==> src/pkg/polarity_pkg.sv <==
`default_nettype none

package polarity_pkg;

    localparam int NUM_TERMS = 18;
    localparam int ADDR_W    = 8;
    localparam int DATA_W    = 32;

    // register byte addresses
    localparam logic [ADDR_W-1:0] CTRL_OFF   = 8'h00;
    localparam logic [ADDR_W-1:0] POL_OFF    = 8'h04;
    localparam logic [ADDR_W-1:0] STATUS_OFF = 8'h08;
    localparam logic [ADDR_W-1:0] STATE_OFF  = 8'h0C;
    localparam logic [ADDR_W-1:0] RAW_OFF    = 8'h10;

    // field positions
    localparam int CTRL_EN_BIT      = 0;
    localparam int STATUS_VALID_BIT = 0;
    localparam int STATUS_BUSY_BIT  = 1;

    // reset values
    localparam logic                 EN_RST    = 1'b0;
    localparam logic [NUM_TERMS-1:0] POL_RST   = 18'h0_0000;
    localparam logic [NUM_TERMS-1:0] STATE_RST = 18'h0_0000;
    localparam logic [DATA_W-1:0]    DATA_ZERO = 32'h0000_0000;

    // polarity encodings
    localparam logic SENSE_NORMALLY_OPEN   = 1'b0;
    localparam logic SENSE_NORMALLY_CLOSED = 1'b1;

    // axi4-lite response codes
    localparam logic [1:0] RESP_OKAY   = 2'b00;
    localparam logic [1:0] RESP_SLVERR = 2'b10;

    // pulse input 0 sits at bit 0, general input 5 at bit 17
    typedef struct packed {
        logic pol_general_in5;
        logic pol_general_in4;
        logic pol_general_in3;
        logic pol_general_in2;
        logic pol_general_in1;
        logic pol_general_in0;
        logic pol_home_in3;
        logic pol_home_in2;
        logic pol_home_in1;
        logic pol_home_in0;
        logic pol_home_in5;
        logic pol_home_in4;
        logic pol_wheel_phase_b;
        logic pol_wheel_phase_a;
        logic pol_pulse_in3;
        logic pol_pulse_in2;
        logic pol_pulse_in1;
        logic pol_pulse_in0;
    } pol_set_t;

    typedef struct packed {
        logic state_general_in5;
        logic state_general_in4;
        logic state_general_in3;
        logic state_general_in2;
        logic state_general_in1;
        logic state_general_in0;
        logic state_home_in3;
        logic state_home_in2;
        logic state_home_in1;
        logic state_home_in0;
        logic state_home_in5;
        logic state_home_in4;
        logic state_wheel_phase_b;
        logic state_wheel_phase_a;
        logic state_pulse_in3;
        logic state_pulse_in2;
        logic state_pulse_in1;
        logic state_pulse_in0;
    } term_state_t;

endpackage

`default_nettype wire

==> src/hdl/input_polarity_select.sv <==
// Design decisions made here: the register offsets and the AXI4-Lite interface to the registers.
`default_nettype none

module input_polarity_select
    import polarity_pkg::*;
(
    // clock and reset
    input  wire logic                 aclk,
    input  wire logic                 aresetn,
    // axi4-lite write address
    input  wire logic [ADDR_W-1:0]    s_axi_awaddr,
    input  wire logic                 s_axi_awvalid,
    output logic                      s_axi_awready,
    // axi4-lite write data
    input  wire logic [DATA_W-1:0]    s_axi_wdata,
    input  wire logic [DATA_W/8-1:0]  s_axi_wstrb,
    input  wire logic                 s_axi_wvalid,
    output logic                      s_axi_wready,
    // axi4-lite write response
    output logic [1:0]                s_axi_bresp,
    output logic                      s_axi_bvalid,
    input  wire logic                 s_axi_bready,
    // axi4-lite read address
    input  wire logic [ADDR_W-1:0]    s_axi_araddr,
    input  wire logic                 s_axi_arvalid,
    output logic                      s_axi_arready,
    // axi4-lite read data
    output logic [DATA_W-1:0]         s_axi_rdata,
    output logic [1:0]                s_axi_rresp,
    output logic                      s_axi_rvalid,
    input  wire logic                 s_axi_rready,
    // external terminal levels
    input  wire logic [NUM_TERMS-1:0] term_in,
    // status toward the controller
    output logic                      valid,
    output logic                      busy,
    output term_state_t               term_state
);

    logic              aw_full_q,  aw_full_d;
    logic              w_full_q,   w_full_d;
    logic [ADDR_W-1:0] awaddr_q,   awaddr_d;
    logic [DATA_W-1:0] wdata_q,    wdata_d;
    logic [3:0]        wstrb_q,    wstrb_d;
    logic              awready_q,  awready_d;
    logic              wready_q,   wready_d;
    logic              bvalid_q,   bvalid_d;
    logic [1:0]        bresp_q,    bresp_d;
    logic              arready_q,  arready_d;
    logic              rvalid_q,   rvalid_d;
    logic [1:0]        rresp_q,    rresp_d;
    logic [DATA_W-1:0] rdata_q,    rdata_d;
    logic              en_q,       en_d;
    pol_set_t          pol_q,      pol_d;
    logic              busy_q,     busy_d;
    logic              valid_q,    valid_d;
    logic [DATA_W-1:0] wr_word;
    logic              run;

    function automatic logic [DATA_W-1:0] merge(input logic [DATA_W-1:0] old,
                                                input logic [DATA_W-1:0] data,
                                                input logic [3:0]        strb);
        logic [DATA_W-1:0] r;
        r = old;
        for (int i = 0; i < 4; i++) begin
            if (strb[i]) begin
                r[8*i +: 8] = data[8*i +: 8];
            end
        end
        return r;
    endfunction

    // write channel: address and data taken in either order
    always_comb begin
        aw_full_d = aw_full_q;
        w_full_d  = w_full_q;
        awaddr_d  = awaddr_q;
        wdata_d   = wdata_q;
        wstrb_d   = wstrb_q;
        bvalid_d  = bvalid_q;
        bresp_d   = bresp_q;
        en_d      = en_q;
        pol_d     = pol_q;
        wr_word   = DATA_ZERO;
        if (s_axi_awvalid && awready_q) begin
            aw_full_d = 1'b1;
            awaddr_d  = s_axi_awaddr;
        end
        if (s_axi_wvalid && wready_q) begin
            w_full_d = 1'b1;
            wdata_d  = s_axi_wdata;
            wstrb_d  = s_axi_wstrb;
        end
        if (bvalid_q && s_axi_bready) begin
            bvalid_d = 1'b0;
        end
        if (aw_full_q && w_full_q && !bvalid_q) begin
            aw_full_d = 1'b0;
            w_full_d  = 1'b0;
            bvalid_d  = 1'b1;
            bresp_d   = RESP_OKAY;
            case ({awaddr_q[ADDR_W-1:2], 2'b00})
                CTRL_OFF: begin
                    wr_word = merge({31'h0000_0000, en_q}, wdata_q, wstrb_q);
                    en_d    = wr_word[CTRL_EN_BIT];
                end
                POL_OFF: begin
                    wr_word = merge({14'h0000, pol_q}, wdata_q, wstrb_q);
                    pol_d   = pol_set_t'(wr_word[NUM_TERMS-1:0]);
                end
                STATUS_OFF, STATE_OFF, RAW_OFF: begin
                    wr_word = DATA_ZERO;
                end
                default: begin
                    bresp_d = RESP_SLVERR;
                end
            endcase
        end
        awready_d = !aw_full_d && !bvalid_d;
        wready_d  = !w_full_d && !bvalid_d;
    end

    always_ff @(posedge aclk) begin
        if (!aresetn) begin
            aw_full_q <= 1'b0;
            w_full_q  <= 1'b0;
            awaddr_q  <= '0;
            wdata_q   <= DATA_ZERO;
            wstrb_q   <= 4'h0;
            awready_q <= 1'b1;
            wready_q  <= 1'b1;
            bvalid_q  <= 1'b0;
            bresp_q   <= RESP_OKAY;
            en_q      <= EN_RST;
            pol_q     <= pol_set_t'(POL_RST);
        end else begin
            aw_full_q <= aw_full_d;
            w_full_q  <= w_full_d;
            awaddr_q  <= awaddr_d;
            wdata_q   <= wdata_d;
            wstrb_q   <= wstrb_d;
            awready_q <= awready_d;
            wready_q  <= wready_d;
            bvalid_q  <= bvalid_d;
            bresp_q   <= bresp_d;
            en_q      <= en_d;
            pol_q     <= pol_d;
        end
    end

    // read channel
    always_comb begin
        rvalid_d = rvalid_q;
        rresp_d  = rresp_q;
        rdata_d  = rdata_q;
        if (rvalid_q && s_axi_rready) begin
            rvalid_d = 1'b0;
        end
        if (s_axi_arvalid && arready_q) begin
            rvalid_d = 1'b1;
            rresp_d  = RESP_OKAY;
            rdata_d  = DATA_ZERO;
            case ({s_axi_araddr[ADDR_W-1:2], 2'b00})
                CTRL_OFF:   rdata_d[CTRL_EN_BIT] = en_q;
                POL_OFF:    rdata_d[NUM_TERMS-1:0] = pol_q;
                STATUS_OFF: begin
                    rdata_d[STATUS_VALID_BIT] = valid_q;
                    rdata_d[STATUS_BUSY_BIT]  = busy_q;
                end
                STATE_OFF:  rdata_d[NUM_TERMS-1:0] = term_state;
                RAW_OFF:    rdata_d[NUM_TERMS-1:0] = term_in;
                default:    rresp_d = RESP_SLVERR;
            endcase
        end
        arready_d = !rvalid_d;
    end

    always_ff @(posedge aclk) begin
        if (!aresetn) begin
            arready_q <= 1'b1;
            rvalid_q  <= 1'b0;
            rresp_q   <= RESP_OKAY;
            rdata_q   <= DATA_ZERO;
        end else begin
            arready_q <= arready_d;
            rvalid_q  <= rvalid_d;
            rresp_q   <= rresp_d;
            rdata_q   <= rdata_d;
        end
    end

    // enable sequencing: busy follows enable, valid one cycle later
    always_comb begin
        busy_d  = en_q;
        valid_d = en_q && busy_q;
    end

    always_ff @(posedge aclk) begin
        if (!aresetn) begin
            busy_q  <= 1'b0;
            valid_q <= 1'b0;
        end else begin
            busy_q  <= busy_d;
            valid_q <= valid_d;
        end
    end

    // polarity taken fresh every cycle while valid
    assign run = en_q && valid_q;

    term_sense #(
        .W     (NUM_TERMS),
        .RST_V (STATE_RST)
    ) u_sense (
        .aclk    (aclk),
        .aresetn (aresetn),
        .run     (run),
        .pol     (pol_q),
        .term    (term_in),
        .state_q (term_state)
    );

    assign s_axi_awready = awready_q;
    assign s_axi_wready  = wready_q;
    assign s_axi_bvalid  = bvalid_q;
    assign s_axi_bresp   = bresp_q;
    assign s_axi_arready = arready_q;
    assign s_axi_rvalid  = rvalid_q;
    assign s_axi_rresp   = rresp_q;
    assign s_axi_rdata   = rdata_q;
    assign busy          = busy_q;
    assign valid         = valid_q;
endmodule

`default_nettype wire

==> src/hdl/term_sense.sv <==
`default_nettype none

module term_sense #(
    parameter int                 W     = 18,
    parameter logic [W-1:0]       RST_V = '0
) (
    // clock and reset
    input  wire logic         aclk,
    input  wire logic         aresetn,
    // control
    input  wire logic         run,
    // polarity and raw terminal levels
    input  wire logic [W-1:0] pol,
    input  wire logic [W-1:0] term,
    // adjusted terminal states
    output logic      [W-1:0] state_q
);

    logic [W-1:0] state_d;

    always_comb begin
        state_d = '0;
        if (run) begin
            state_d = pol ^ term;
        end
    end

    always_ff @(posedge aclk) begin
        if (!aresetn) begin
            state_q <= RST_V;
        end else begin
            state_q <= state_d;
        end
    end

endmodule

`default_nettype wire

==> config.mk <==
export PLATFORM = sky130hd
export DESIGN_NAME = input_polarity_select
export DESIGN_NICKNAME = d
export VERILOG_FILES = /design/src/pkg/polarity_pkg.sv /design/src/hdl/input_polarity_select.sv /design/src/hdl/term_sense.sv
export SDC_FILE = /design/constraint.sdc
export NUM_CORES = 1
export LEC_CHECK = 0
export BUFFER_PORTS_ARGS = -buffer_cell sky130_fd_sc_hd__buf_2
export CORE_MARGIN = 3
export CORE_UTILIZATION = 56
export CTS_BUF_LIST = sky130_fd_sc_hd__clkbuf_8
export CTS_CLUSTER_DIAMETER = 150
export DETAILED_ROUTE_END_ITERATION = 10
export PLACE_DENSITY = 0.88
export SETUP_SLACK_MARGIN = 0.02
export SLEW_MARGIN = 40
export SYNTH_ARGS = -nofsm -noshare
export SYNTH_HDL_FRONTEND = slang
export SYNTH_SLANG_ARGS = --single-unit
==> constraint.sdc <==
create_clock -name aclk -period 3.2 [get_ports aclk]
set_input_delay 0 -clock aclk [delete_from_list [all_inputs] [get_ports aclk]]
set_output_delay 0 -clock aclk [all_outputs]
set_load 0.05 [all_outputs]
==> results.json <==
{
  "fin_area_sq_um": 5206,
  "vias": 3524,
  "grt_use_total_pct": 23.35,
  "path_delay_family": "simple AND/OR/NAND/NOR gates",
  "antenna_cells": 0,
  "place_congestion": 0.8215,
  "hold_viol": 0,
  "worst-path-buf-inv": 0,
  "grt_max_degree": 56,
  "yosys_register_bits": 93,
  "max_freq_mhz": 547.5,
  "antenna_found_initial": 0,
  "ys_seq_area_share_pct": 45.86,
  "wl_um": 9696,
  "drc": 0,
  "stdcell_count": 674,
  "via_per_inst": 5.228,
  "cts_made_buffers": 9,
  "worstPathArrival_ns": 2.10,
  "hpwlAfterDp_um": 6527,
  "fp.dieW_um": 91.15,
  "p_per_area_nw_per_um2": 437.6,
  "syn_area_per_cell_sq_um": 9.249,
  "place_ws_ns": 1.241,
  "drt_iter0_markers": 135,
  "setup_slack_ns": 1.374,
  "crit_required_ns": 3.48,
  "fin_tns_setup_ns": 0,
  "syn_to_final_growth_pct": 28.23,
  "cts.clk_slew.worst_paths_ns": 0.09,
  "max_stage_delay_ns": 0.62,
  "cts-root-buf": "clkbuf_8",
  "report.final.slew_viol_count": 0,
  "slew_headroom_pct": 45.99,
  "wl_per_cell_um": 14.39,
  "rows": 30,
  "critPathCaptureType": "flop",
  "finalSetupViolCount": 0,
  "antenna_left": 0,
  "grt_pass1_vias": 3378,
  "dp.cells": 607,
  "crit_slowest_cell": "and4_1",
  "layout_commonest_cell": "nand2_1",
  "ctsLongestPathBuffers": 2,
  "hold_path.class": "in -> reg",
  "overflow": 0,
  "rsz0062_at_grt": "no",
  "synth_cell_types": 42,
  "portBuffers": 102,
  "synthCells": 439,
  "core_area_sq_um": 6907,
  "max-vdd-ir-drop_mv": 0.2181,
  "insertion_delay_ns": 0.35,
  "htree_num_levels": 3,
  "status": "finished clean",
  "ff2ff_setup_slack_ns": 1.37,
  "cts_tree": "done",
  "maxCapViolations": 0,
  "synth_edf_count": 0,
  "fin_crit_ns": 1.826,
  "start_util_pct": 58.79,
  "dr.pass1.iters": 5,
  "cts_sinks": 93,
  "finalCritPeriodShare_pct": 57.08,
  "layout_common_cells": "nand2_1 (106), buf_2 (102), dfxtp_1 (93)",
  "grt_pass1_wl_um": 15900,
  "drive_gt1_share_pct": 26.47,
  "crit_chain": "nor4_1 > and4_1 > mux2i_1",
  "dieArea_sq_um": 8308,
  "tightest_slew_ns": 0.8092,
  "cts_setup_buffers": 0,
  "io_pins": 138,
  "synth_ff_type": "dfxtp_1",
  "placed_cell_area_sq_um": 4496,
  "synthArstFlopShare_pct": 0,
  "yosysWarnings": 0,
  "fin_nets": 651,
  "leakage_nw": 2.143,
  "fp.dieH_um": 91.15,
  "netlist_area_sq_um": 4060,
  "startpoint_type": "flop",
  "worstSetupPathType": "reg -> reg",
  "skew_ns": 0.008884,
  "worst-path-max-fanout": 8
}
==> through the flow <==
| stage | hold slack, ns | power (mW) | utilization [%] |
|---|---|---|---|
| 6_report | 0.01155 | 2.278 | 75.38 |
| 5_1_grt | 0.04070 | 2.363 | 75.38 |
| 4_1_cts | 0.005600 | 2.283 | 75.34 |
| 3_5_place_dp | 0.2569 | 1.490 | 65.09 |
| 3_3_place_gp | 0.2530 | 1.482 | 65.04 |
| 2_1_floorplan | 0.1336 | 1.435 | - |
==> state kept, by name (all words and copies together) (netlist names), 3 cells and up <==
signal	count
awaddr_q	6
pol_q	18
s_axi_rdata	18
u_sense.state_q	18
wdata_q	18
wstrb_q	3
==> power breakdown <==
| group | switching (mW) | total [mW] | leakage, nW | internal [mW] |
|---|---|---|---|---|
| Clock | 0.403 | 0.760 | 0.0915 | 0.357 |
| Sequential | 0.0230 | 1.21 | 0.755 | 1.19 |
| Combinational | 0.185 | 0.307 | 1.30 | 0.123 |
==> timing repair <==
item | 4_1_cts | 5_1_grt
gates resized for setup | 0 | 0
hold buffers | 52 | 0
setup endpoints to repair | 0 | 0
hold endpoints to repair | 48 | 0
==> cell usage after synthesis (2+ instances only) <==
cell / n / area share, %
o31ai_1: 8 / 1.5
o21ai_0: 3 / 0.37
nand2_1: 106 / 9.8
inv_1: 2 / 0.18
mux2i_1: 20 / 4.9
dfxtp_1: 93 / 46
a22oi_1: 16 / 3.0
a21boi_0: 27 / 5.0
a21oi_1: 5 / 0.62
buf_6: 2 / 0.55
mux2_2: 18 / 5.0
o211ai_1: 2 / 0.37
nor2b_1: 5 / 0.77
nor4bb_1: 2 / 0.49
buf_4: 18 / 3.3
nand4_1: 2 / 0.31
xnor2_1: 19 / 4.1
buf_1: 4 / 0.37
nor2_1: 23 / 2.1
nand3_1: 9 / 1.1
and2_1: 2 / 0.31
and4_1: 2 / 0.43
buf_2: 9 / 1.1
clkbuf_1: 14 / 1.3
nor4_1: 2 / 0.31
o31ai_2: 9 / 2.8
o21a_1: 2 / 0.37
==> cells by family after synthesis <==
| logic type | count (synthesis) | share of synthesized area (%) |
|---|---|---|
| mux | 38 | 9.923 |
| xor+xnor | 19 | 4.099 |
| simple gates | 162 | 17.50 |
| compound gates | 77 | 15.69 |
| other cells | 1 | 0.09236 |
| flops | 93 | 45.86 |
| buf+inv | 49 | 6.841 |
==> layer usage <==
metal | up-vias | share of wire, % | routed length (um) | GRT usage (%)
met1 | 1665 | 45 | 4383 | 29.80
met5 | - | 0 | 0 | 0
met4 | 0 | 1.8 | 175 | 8.040
met2 | 105 | 48 | 4666 | 39.42
met3 | 18 | 4.9 | 471 | 4.474
li1 | 1736 | - | - | -
==> area by class of cell <==
type | count | area (sq um)
multi-input cells | 312 | 1983
fillers | 511 | 1700
repair buffers | 156 | 1046
well taps | 96 | 120.1
flip-flops and latches | 93 | 1862
clock buffers | 9 | 123.9
clock inverters | 6 | 63.81
inverters | 2 | 7.507
==> worst min-delay path: cells and delay by family <==
kind	cells	cell delay [ns]
AOI/OAI and AO/OA	1	0.07
and+or+nand+nor	1	0.10
buffers and inverters	1	0.15
==> worst paths after layout <==
| kind | start | cells after the start | end |
|---|---|---|---|
| max | awaddr_q[6] | 3 | pol_q[5] |
| min | s_axi_awvalid | 3 | awaddr_q[2] |
| max reg2reg | awaddr_q[6] | 3 | pol_q[5] |
| min reg2reg | s_axi_rdata[16] | 2 | s_axi_rdata[16] |
No activity file was read; power rests on OpenSTA's default activity.
